<file path="src/prx_pkg.sv">
// Functional notes
// Emitter-3 drive level sits in bits 3:0; bits 7:4 are reserved.
// Drive code 0 gives no current, 1 the least and 15 the most.
// Each channel-1 result is compared with a 16-bit channel-1 threshold.
// Each channel-2 result is compared with its own 16-bit threshold.
// Channel-1 threshold bits 7:0 sit in the byte register at 0x11.
// Channel-1 threshold bits 15:8 sit in the byte register at 0x12.
// Channel-2 threshold bits 7:0 sit in the byte register at 0x13.
// Bytes act alone, so a half-written threshold may be compared.
// The host stops measuring or drops results around threshold changes.
// The host pauses proximity measurement before changing a threshold.
// Legacy silicon uses one compressed channel-1 byte at 0x11.
// Legacy silicon uses one compressed channel-2 byte at 0x13.
// Reset clears the emitter-3 register and every threshold byte to zero; the channel-2 high byte comes from i_prox2_high_byte and is not cleared.
// A 16-bit threshold takes its lower-offset byte as its low half.
package prx_pkg;
    localparam logic [7:0]  ADDR_EMITTER3   = 8'h10;
    localparam logic [7:0]  ADDR_P1_LOW     = 8'h11;
    localparam logic [7:0]  ADDR_P1_HIGH    = 8'h12;
    localparam logic [7:0]  ADDR_P2_LOW     = 8'h13;
    localparam logic [7:0]  RESET_BYTE      = 8'h00;
    localparam logic [3:0]  RESET_NIBBLE    = 4'h0;
    localparam logic [15:0] RESET_WORD      = 16'h0000;
    localparam logic [3:0]  RESERVED_READ   = 4'h0;
    localparam int          DRIVE_LSB       = 0;
    localparam int          DRIVE_MSB       = 3;
    localparam int          DRIVE_STEPS     = 15;
    localparam logic [3:0]  DRIVE_OFF       = 4'h0;
    localparam logic [3:0]  DRIVE_MIN       = 4'h1;
    localparam logic [3:0]  DRIVE_MAX       = 4'hF;
    localparam int          COMP_EXP_LSB    = 4;
    localparam int          COMP_MANT_MSB   = 3;

    typedef struct packed {
        logic       en;
        logic [7:0] addr;
        logic [7:0] data;
    } prx_wr_s;

    typedef struct packed {
        logic        valid;
        logic        chan2;
        logic [15:0] result;
    } prx_meas_s;

    typedef enum logic [1:0] {
        PRX_RD_IDLE = 2'b00,
        PRX_RD_DATA = 2'b01
    } prx_rd_state_e;
endpackage : prx_pkg

</file>
<file path="src/prx_led_decode.sv">
`timescale 1ns/1ps
module prx_led_decode (
    input  wire logic                                 i_clock,
    input  wire logic                                 i_rst,
    input  wire logic [3:0]                           i_code,
    output logic                                      o_drive_on,
    output logic                                      o_drive_min,
    output logic                                      o_drive_max,
    output logic [prx_pkg::DRIVE_STEPS-1:0]           o_drive_level
);
    import prx_pkg::*;

    logic [DRIVE_STEPS-1:0] level_ff;
    logic [DRIVE_STEPS-1:0] nxt_level;
    logic                   on_ff;
    logic                   min_ff;
    logic                   max_ff;
    logic                   nxt_on;
    logic                   nxt_min;
    logic                   nxt_max;

    // Thermometer code: one current step per leg, so code n turns on n legs
    genvar g;
    generate
        for (g = 0; g < DRIVE_STEPS; g++) begin : g_leg
            assign nxt_level[g] = (i_code > 4'(g));
        end
    endgenerate

    always_comb begin
        nxt_on  = (i_code != DRIVE_OFF);
        nxt_min = (i_code == DRIVE_MIN);
        nxt_max = (i_code == DRIVE_MAX);
    end

    always_ff @(posedge i_clock) begin
        if (i_rst) begin
            level_ff <= '0;
            on_ff    <= 1'b0;
            min_ff   <= 1'b0;
            max_ff   <= 1'b0;
        end else begin
            level_ff <= nxt_level;
            on_ff    <= nxt_on;
            min_ff   <= nxt_min;
            max_ff   <= nxt_max;
        end
    end

    assign o_drive_on    = on_ff;
    assign o_drive_min   = min_ff;
    assign o_drive_max   = max_ff;
    assign o_drive_level = level_ff;
endmodule : prx_led_decode

</file>
<file path="src/prx_threshold_third_emitter_pin_regs.sv">
`timescale 1ns/1ps
module prx_threshold_third_emitter_pin_regs (
    input  wire logic                          i_clock,
    input  wire logic                          i_rst,
    input  wire prx_pkg::prx_wr_s              i_wr,
    input  wire logic                          i_rd_en,
    input  wire logic [7:0]                    i_rd_addr,
    output logic [7:0]                         o_rd_data,
    output logic                               o_rd_valid,
    input  wire logic                          i_legacy_rev,
    input  wire logic [7:0]                    i_prox2_high_byte,
    input  wire prx_pkg::prx_meas_s            i_meas,
    output logic                               o_ch1_event,
    output logic                               o_ch2_event,
    output logic [15:0]                        o_prox_ch1_threshold,
    output logic [15:0]                        o_prox_ch2_threshold,
    output logic [3:0]                         o_emitter3_drive_level,
    output logic                               o_emitter3_on,
    output logic [prx_pkg::DRIVE_STEPS-1:0]    o_third_emitter_pin_level
);
    import prx_pkg::*;

    // Register bank
    logic [3:0]    emitter3_drive_level_ff;
    logic [7:0]    prox1_threshold_low_ff;
    logic [7:0]    prox1_threshold_high_ff;
    logic [7:0]    prox2_threshold_low_ff;
    logic [3:0]    nxt_emitter3_drive_level;
    logic [7:0]    nxt_prox1_threshold_low;
    logic [7:0]    nxt_prox1_threshold_high;
    logic [7:0]    nxt_prox2_threshold_low;

    always_comb begin
        nxt_emitter3_drive_level = emitter3_drive_level_ff;
        nxt_prox1_threshold_low  = prox1_threshold_low_ff;
        nxt_prox1_threshold_high = prox1_threshold_high_ff;
        nxt_prox2_threshold_low  = prox2_threshold_low_ff;
        if (i_wr.en) begin
            case (i_wr.addr)
                ADDR_EMITTER3: begin
                    // Upper nibble is reserved, so write data there is dropped
                    nxt_emitter3_drive_level =
                        i_wr.data[DRIVE_MSB:DRIVE_LSB];
                end
                ADDR_P1_LOW:  nxt_prox1_threshold_low  = i_wr.data;
                ADDR_P1_HIGH: nxt_prox1_threshold_high = i_wr.data;
                ADDR_P2_LOW:  nxt_prox2_threshold_low  = i_wr.data;
                default: begin
                end
            endcase
        end
    end

    always_ff @(posedge i_clock) begin
        if (i_rst) begin
            emitter3_drive_level_ff <= RESET_NIBBLE;
            prox1_threshold_low_ff  <= RESET_BYTE;
            prox1_threshold_high_ff <= RESET_BYTE;
            prox2_threshold_low_ff  <= RESET_BYTE;
        end else begin
            emitter3_drive_level_ff <= nxt_emitter3_drive_level;
            prox1_threshold_low_ff  <= nxt_prox1_threshold_low;
            prox1_threshold_high_ff <= nxt_prox1_threshold_high;
            prox2_threshold_low_ff  <= nxt_prox2_threshold_low;
        end
    end

    // Read path: one-cycle registered answer
    prx_rd_state_e rd_state_ff;
    prx_rd_state_e nxt_rd_state;
    logic [7:0]    rd_data_ff;
    logic [7:0]    nxt_rd_data;

    always_comb begin
        nxt_rd_data  = rd_data_ff;
        nxt_rd_state = PRX_RD_IDLE;
        if (i_rd_en) begin
            nxt_rd_state = PRX_RD_DATA;
            case (i_rd_addr)
                ADDR_EMITTER3: nxt_rd_data =
                    {RESERVED_READ, emitter3_drive_level_ff};
                ADDR_P1_LOW:   nxt_rd_data = prox1_threshold_low_ff;
                ADDR_P1_HIGH:  nxt_rd_data = prox1_threshold_high_ff;
                ADDR_P2_LOW:   nxt_rd_data = prox2_threshold_low_ff;
                default:       nxt_rd_data = RESET_BYTE;
            endcase
        end
    end

    always_ff @(posedge i_clock) begin
        if (i_rst) begin
            rd_state_ff <= PRX_RD_IDLE;
            rd_data_ff  <= RESET_BYTE;
        end else begin
            rd_state_ff <= nxt_rd_state;
            rd_data_ff  <= nxt_rd_data;
        end
    end

    assign o_rd_data  = rd_data_ff;
    assign o_rd_valid = (rd_state_ff == PRX_RD_DATA);

    // Compressed byte: upper nibble is a shift, lower nibble the mantissa
    function automatic logic [15:0] expand(input logic [7:0] c);
        logic [15:0] m;
        m = {12'h000, c[COMP_MANT_MSB:0]};
        return m << c[7:COMP_EXP_LSB];
    endfunction

    // Bytes are used live, so a half-finished host update is seen as is;
    // the host is expected to pause measurement around updates.
    logic [15:0] thr1;
    logic [15:0] thr2;
    always_comb begin
        if (i_legacy_rev) begin
            thr1 = expand(prox1_threshold_low_ff);
            thr2 = expand(prox2_threshold_low_ff);
        end else begin
            thr1 = {prox1_threshold_high_ff,
                    prox1_threshold_low_ff};
            thr2 = {i_prox2_high_byte,
                    prox2_threshold_low_ff};
        end
    end

    logic        ch1_event_ff;
    logic        ch2_event_ff;
    logic        nxt_ch1_event;
    logic        nxt_ch2_event;

    always_comb begin
        nxt_ch1_event = i_meas.valid && !i_meas.chan2
                        && (i_meas.result > thr1);
        nxt_ch2_event = i_meas.valid && i_meas.chan2
                        && (i_meas.result > thr2);
    end

    always_ff @(posedge i_clock) begin
        if (i_rst) begin
            ch1_event_ff <= 1'b0;
            ch2_event_ff <= 1'b0;
        end else begin
            ch1_event_ff <= nxt_ch1_event;
            ch2_event_ff <= nxt_ch2_event;
        end
    end

    assign o_ch1_event            = ch1_event_ff;
    assign o_ch2_event            = ch2_event_ff;
    assign o_prox_ch1_threshold   = thr1;
    assign o_prox_ch2_threshold   = thr2;
    assign o_emitter3_drive_level = emitter3_drive_level_ff;

    prx_led_decode u_third_emitter_pin (
        .i_clock       (i_clock),
        .i_rst         (i_rst),
        .i_code        (emitter3_drive_level_ff),
        .o_drive_on    (o_emitter3_on),
        .o_drive_min   (),
        .o_drive_max   (),
        .o_drive_level (o_third_emitter_pin_level)
    );
endmodule : prx_threshold_third_emitter_pin_regs

</file>
<file path="config.mk">
export PLATFORM = sky130hd
export DESIGN_NAME = prx_threshold_third_emitter_pin_regs
export DESIGN_NICKNAME = d
export VERILOG_FILES = /design/src/prx_pkg.sv /design/src/prx_led_decode.sv /design/src/prx_threshold_third_emitter_pin_regs.sv
export SDC_FILE = /design/constraint.sdc
export NUM_CORES = 1
export LEC_CHECK = 0
export BUFFER_PORTS_ARGS = -buffer_cell sky130_fd_sc_hd__buf_2
export CAP_MARGIN = 5
export CORE_ASPECT_RATIO = 1.25
export CORE_MARGIN = 10
export CORE_UTILIZATION = 48
export CTS_BUF_LIST = sky130_fd_sc_hd__clkbuf_4
export DETAILED_ROUTE_END_ITERATION = 16
export GPL_TIMING_DRIVEN = 0
export HOLD_SLACK_MARGIN = 0.03
export PLACE_DENSITY = 0.8
export SLEW_MARGIN = 30
export SYNTH_ARGS = -nofsm -noshare
export SYNTH_HDL_FRONTEND = slang
export SYNTH_HIERARCHICAL = 1
export SYNTH_SLANG_ARGS = --single-unit
</file>
<file path="constraint.sdc">
create_clock -name i_clock -period 2.55 [get_ports i_clock]
set_input_delay 0.51 -clock i_clock [delete_from_list [all_inputs] [get_ports i_clock]]
set_output_delay 0.51 -clock i_clock [all_outputs]
set_load 0.01 [all_outputs]
</file>
After elaboration in Yosys (flattened, before gate mapping). Index checks and enable logic that the tools add are counted.

Equality and inequality tests: 9. Reductions and logical operators: 10. Shift-type cells: 2. Order comparisons: 17. Muxes and demuxes: 4.

Operators with widths (number): $eq A8 B5 Y1 const B (8); $gt A16 B16 Y1 (2); $mux W16 (2); $pmux W8 S4 (1); $shl A4 B4 Y16 (2); $gt A4 B4 Y1 const B (7); $gt A4 B3 Y1 const B (4); $gt A4 B1 Y1 const B (2); $gt A4 B2 Y1 const B (2); $reduce_and A2 Y1 (4); $logic_and A1 B1 Y1 (4); $reduce_bool A4 Y1 (1); $eq A2 B1 Y1 const B (1); $logic_not A1 Y1 (1); $mux W1 (1).

Logic and storage cells: 52. Output and inout port bits: 63. Register bits after elaboration: 56.

Longest topological paths before layout.
Depth after elaboration: 4. Depth in mapped cells: 12. Gate-level depth less buffers: 11.

Hierarchy. Netlist, hierarchy kept.

Modules (own cells, without submodules): prx_threshold_third_emitter_pin_regs (cells each 393, seq. area each 780.7 um^2, instances 1, area an instance 3228.1 um^2); prx_led_decode (cells each 50, seq. area each 340.3 um^2, instances 1, area an instance 523.0 um^2).

Worst setup path before layout. Ideal clock, no wire load.

Path type: input -> register. Start point: in i_legacy_rev. End point: reg ch2_event_ff (netlist: o_ch2_event). Setup slack: 0.013 ns. Data arrival time: 2.410 ns. Stages: 10. Cells stage by stage: clkbuf_1 > inv_1 > clkbuf_1 > nand2_1 > o21a_1 > ha_1 > and3_1 > a221o_1 > a221oi_1 > a21oi_1.

Longest elaborated chain between the ends: 3.

RTL lines: start, declared (line prx_threshold_third_emitter_pin_regs.sv:10) `input wire logic i_legacy_rev,`; $mux W16 (line prx_threshold_third_emitter_pin_regs.sv:115) `if (i_legacy_rev) begin`; $gt A16 B16 Y1 (line prx_threshold_third_emitter_pin_regs.sv:135) `&& (i_meas.result > thr2);`; $logic_and A1 B1 Y1 (line prx_threshold_third_emitter_pin_regs.sv:135); end signal, assigned (line prx_threshold_third_emitter_pin_regs.sv:144) `ch2_event_ff <= nxt_ch2_event;`; end, declared (line prx_threshold_third_emitter_pin_regs.sv:127) `logic ch2_event_ff;`.

Every way passes these cells. A chain may end at the register's enable or synchronous reset.

Final worst setup path.
Start point: reg prox1_threshold_low_ff[5]. End point: reg ch1_event_ff (netlist: o_ch1_event).

Longest elaborated chain between the ends: 4.

RTL lines: start, declared (line prx_threshold_third_emitter_pin_regs.sv:25) `logic [7:0] prox1_threshold_low_ff;`; start signal, assigned (line prx_threshold_third_emitter_pin_regs.sv:62) `prox1_threshold_low_ff <= nxt_prox1_threshold_low;`; $shl A4 B4 Y16 (line prx_threshold_third_emitter_pin_regs.sv:107) `return m << c[7:COMP_EXP_LSB];`; $mux W16 * (line prx_threshold_third_emitter_pin_regs.sv:115); $gt A16 B16 Y1 * (line prx_threshold_third_emitter_pin_regs.sv:133) `&& (i_meas.result > thr1);`; $logic_and A1 B1 Y1 * (line prx_threshold_third_emitter_pin_regs.sv:133); end signal, assigned (line prx_threshold_third_emitter_pin_regs.sv:143) `ch1_event_ff <= nxt_ch1_event;`; end, declared (line prx_threshold_third_emitter_pin_regs.sv:126) `logic ch1_event_ff;`.

Mark *: on every way between the ends. The rest lies on a longest branch, timed or not.

==> results.yml <==
status:
  status: "finished, final reports clean"
setup_path:
  end_kind: "flip-flop"
  path_delay_family: "compound AO/OA/AOI/OAI gates"
  worstSetupPathType: "flip-flop to flip-flop"
  critical_path_required_ns: 2.91
  path_cells: "mux2i_4 > o22ai_4 > nand2_1 > o21a_1 > a2bb2oi_1 > ha_1 > nand4_1 > buf_4 > a2111oi_4 > a211oi_2 > a21oi_1"
  critical_path_arrival_ns: 2.85
  cp_max_fo: 4
  path_buf_inv: 1
  slowest_delay_ns: 0.40
  cp-start-kind: "flip-flop"
  slowest_stage: "dfxtp_4"
cts:
  cts_tree: "built"
  numCtsBuffers: 5
  hold_buffers: 0
  clk_pin_slew_ns: 0.18
  clock_latency_ns: 0.41
  cts_root_buf: "clkbuf_4"
  cts_sinks: 54
  cts_max_level: 2
  clk_path_buf_depth: 2
floorplanning:
  core_area_mm2: 0.007445
  io_pins: 118
  die_area_mm2: 0.01164
  die_y_um: 118.1
  rows: 35
  die_x_um: 98.51
  floorplan.initialDensity: 0.4968
sta:
  finalSetupTns_ns: 0
  fin_worst_skew_ns: 0.01417
  slew_viol_final: 0
  rsz0062_at_grt: "yes"
  hold_viol_final: 0
  setup_viol: 0
  fin_crit_sh: 0.9761
  layout_setup_ws_ns: 0.06092
  relSlewSlack: 0.6299
  min_period_ns: 2.489
  worstMarginPinSlew_ns: 0.5552
  fmax_ghz: 0.4018
cells_and_area:
  nNetsFinal: 650
  syn_to_final_growth_pct: 26.96
  multi_input_comb_area_mm2: 0.002560
  drive_gt1_frac: 0.3670
  utilization: 0.6308
  nFillCells: 662
  regArea_mm2: 0.001112
power_and_ir_drop:
  p_leak_uw: 0.002307
  ir_worst_vdd_mv: 0.2655
  p_per_area_mw_per_mm2: 325.2
  power_uw: 1527
global_routing:
  grt_pass1_vias: 3890
  grt_pass1_wl_mm: 19.19
  antenna_found_initial: 1
  grt.overflow.total: 0
  grt_max_degree: 20
  grt_usage: 0.1961
yosys:
  syn_avg_cell_area_um2: 8.425
  ys_warn_count: 6
  syn_inst: 439
  syn_area_mm2: 0.003699
  syn-num-nets: 526
detailed_routing:
  drcViolationCount: 0
  drtPass1Iterations: 9
  drt_wl_total_mm: 12.11
  via_per_inst: 5.880
  drtIter0Drc: 281
  ant_nets: 0
  wire_per_inst_um: 18.44
  dr_total_vias: 3863
run:
  maxCapViolCount: 0
placed_design:
  gp_congestion: 0.9744
  dpl.hpwl_mm: 9.623
  port-buffer-count: 113
  dpl_worst_slack_ns: -0.6962
hold_path:
  worstHoldPathType: "input pin to flip-flop"
[tightest hold or removal path: cells and delay by family]
kind,cells,cell delay [ns]
compound gates,1,0.04
buf+inv,1,0.08
simple gates,1,0.09
[per-stage QoR]
step	hold slack (ns)	std cells	instance area, µm²
2_1_floorplan	0.4821	439	3699
3_3_place_gp	0.4675	644	4379
3_5_place_dp	0.4861	644	4379
4_1_cts	0.3358	651	4514
5_1_grt	0.3498	657	4696
6_report	0.3295	657	4696
[power by group]
part / internal, µW / leakage (µW) / switching, µW
logic: 109 / 0.00183 / 148
clock network: 119 / 0.0000373 / 309
registers: 841 / 0.000444 / 1.63
[layout by cell type, fill, tap and decap left out, types with 10 or more instances in the layout]
master	count
nor2_1	70
a21oi_1	25
ha_1	32
nand2_1	26
o2bb2ai_1	10
mux2i_1	30
buf_2	122
a22oi_1	17
dfxtp_1	41
inv_1	25
[what timing repair did]
action | CTS | global route
setup buffers | 0 | 6
pin swaps | 0 | 12
resized for setup | 28 | 41
setup endpoints to repair | 2 | 11
[registers in the layout, summed over array words and instances, names as in the netlist]
name	cells
rd_state_ff	1
prox1_threshold_low_ff	8
prox1_threshold_high_ff	8
o_emitter3_drive_level	4
o_rd_data	8
o_ch2_event	1
prox2_threshold_low_ff	8
u_third_emitter_pin/o_drive_level	15
o_ch1_event	1
[path summary, 6_finish.rpt]
check                                    startpoint                         to  slack [ns]  depth (start not counted)
max reg2reg  prox1_threshold_low_ff[5]$_SDFFE_PP0P_     o_ch1_event$_SDFF_PP0_        0.06                         11
max          prox1_threshold_low_ff[5]$_SDFFE_PP0P_     o_ch1_event$_SDFF_PP0_        0.06                         11
min reg2reg               o_rd_data[4]$_SDFFE_PP0P_  o_rd_data[4]$_SDFFE_PP0P_        0.51                          2
min                                      i_meas[16]     o_ch1_event$_SDFF_PP0_        0.33                          3
[final cells by class]
cell class,count,share of cell area
Multi-Input combinational cell,332,0.5452
Clock inverter,3,0.006128
Antenna cell,1,0.0005329
Timing Repair Buffer,119,0.1300
Clock buffer,5,0.007994
Tap cell,92,0.02451
Buffer,25,0.02798
Sequential cell,54,0.2369
Inverter,26,0.02078
[per-layer routing]
layer	part of all wire	vias to the layer above	GRT usage
li1	-	1849	-
met1	0.38	1737	0.2239
met2	0.47	221	0.3186
met3	0.096	56	0.05186
met4	0.054	0	0.1176
met5	0	-	0
(Power assumes the default switching activity.)
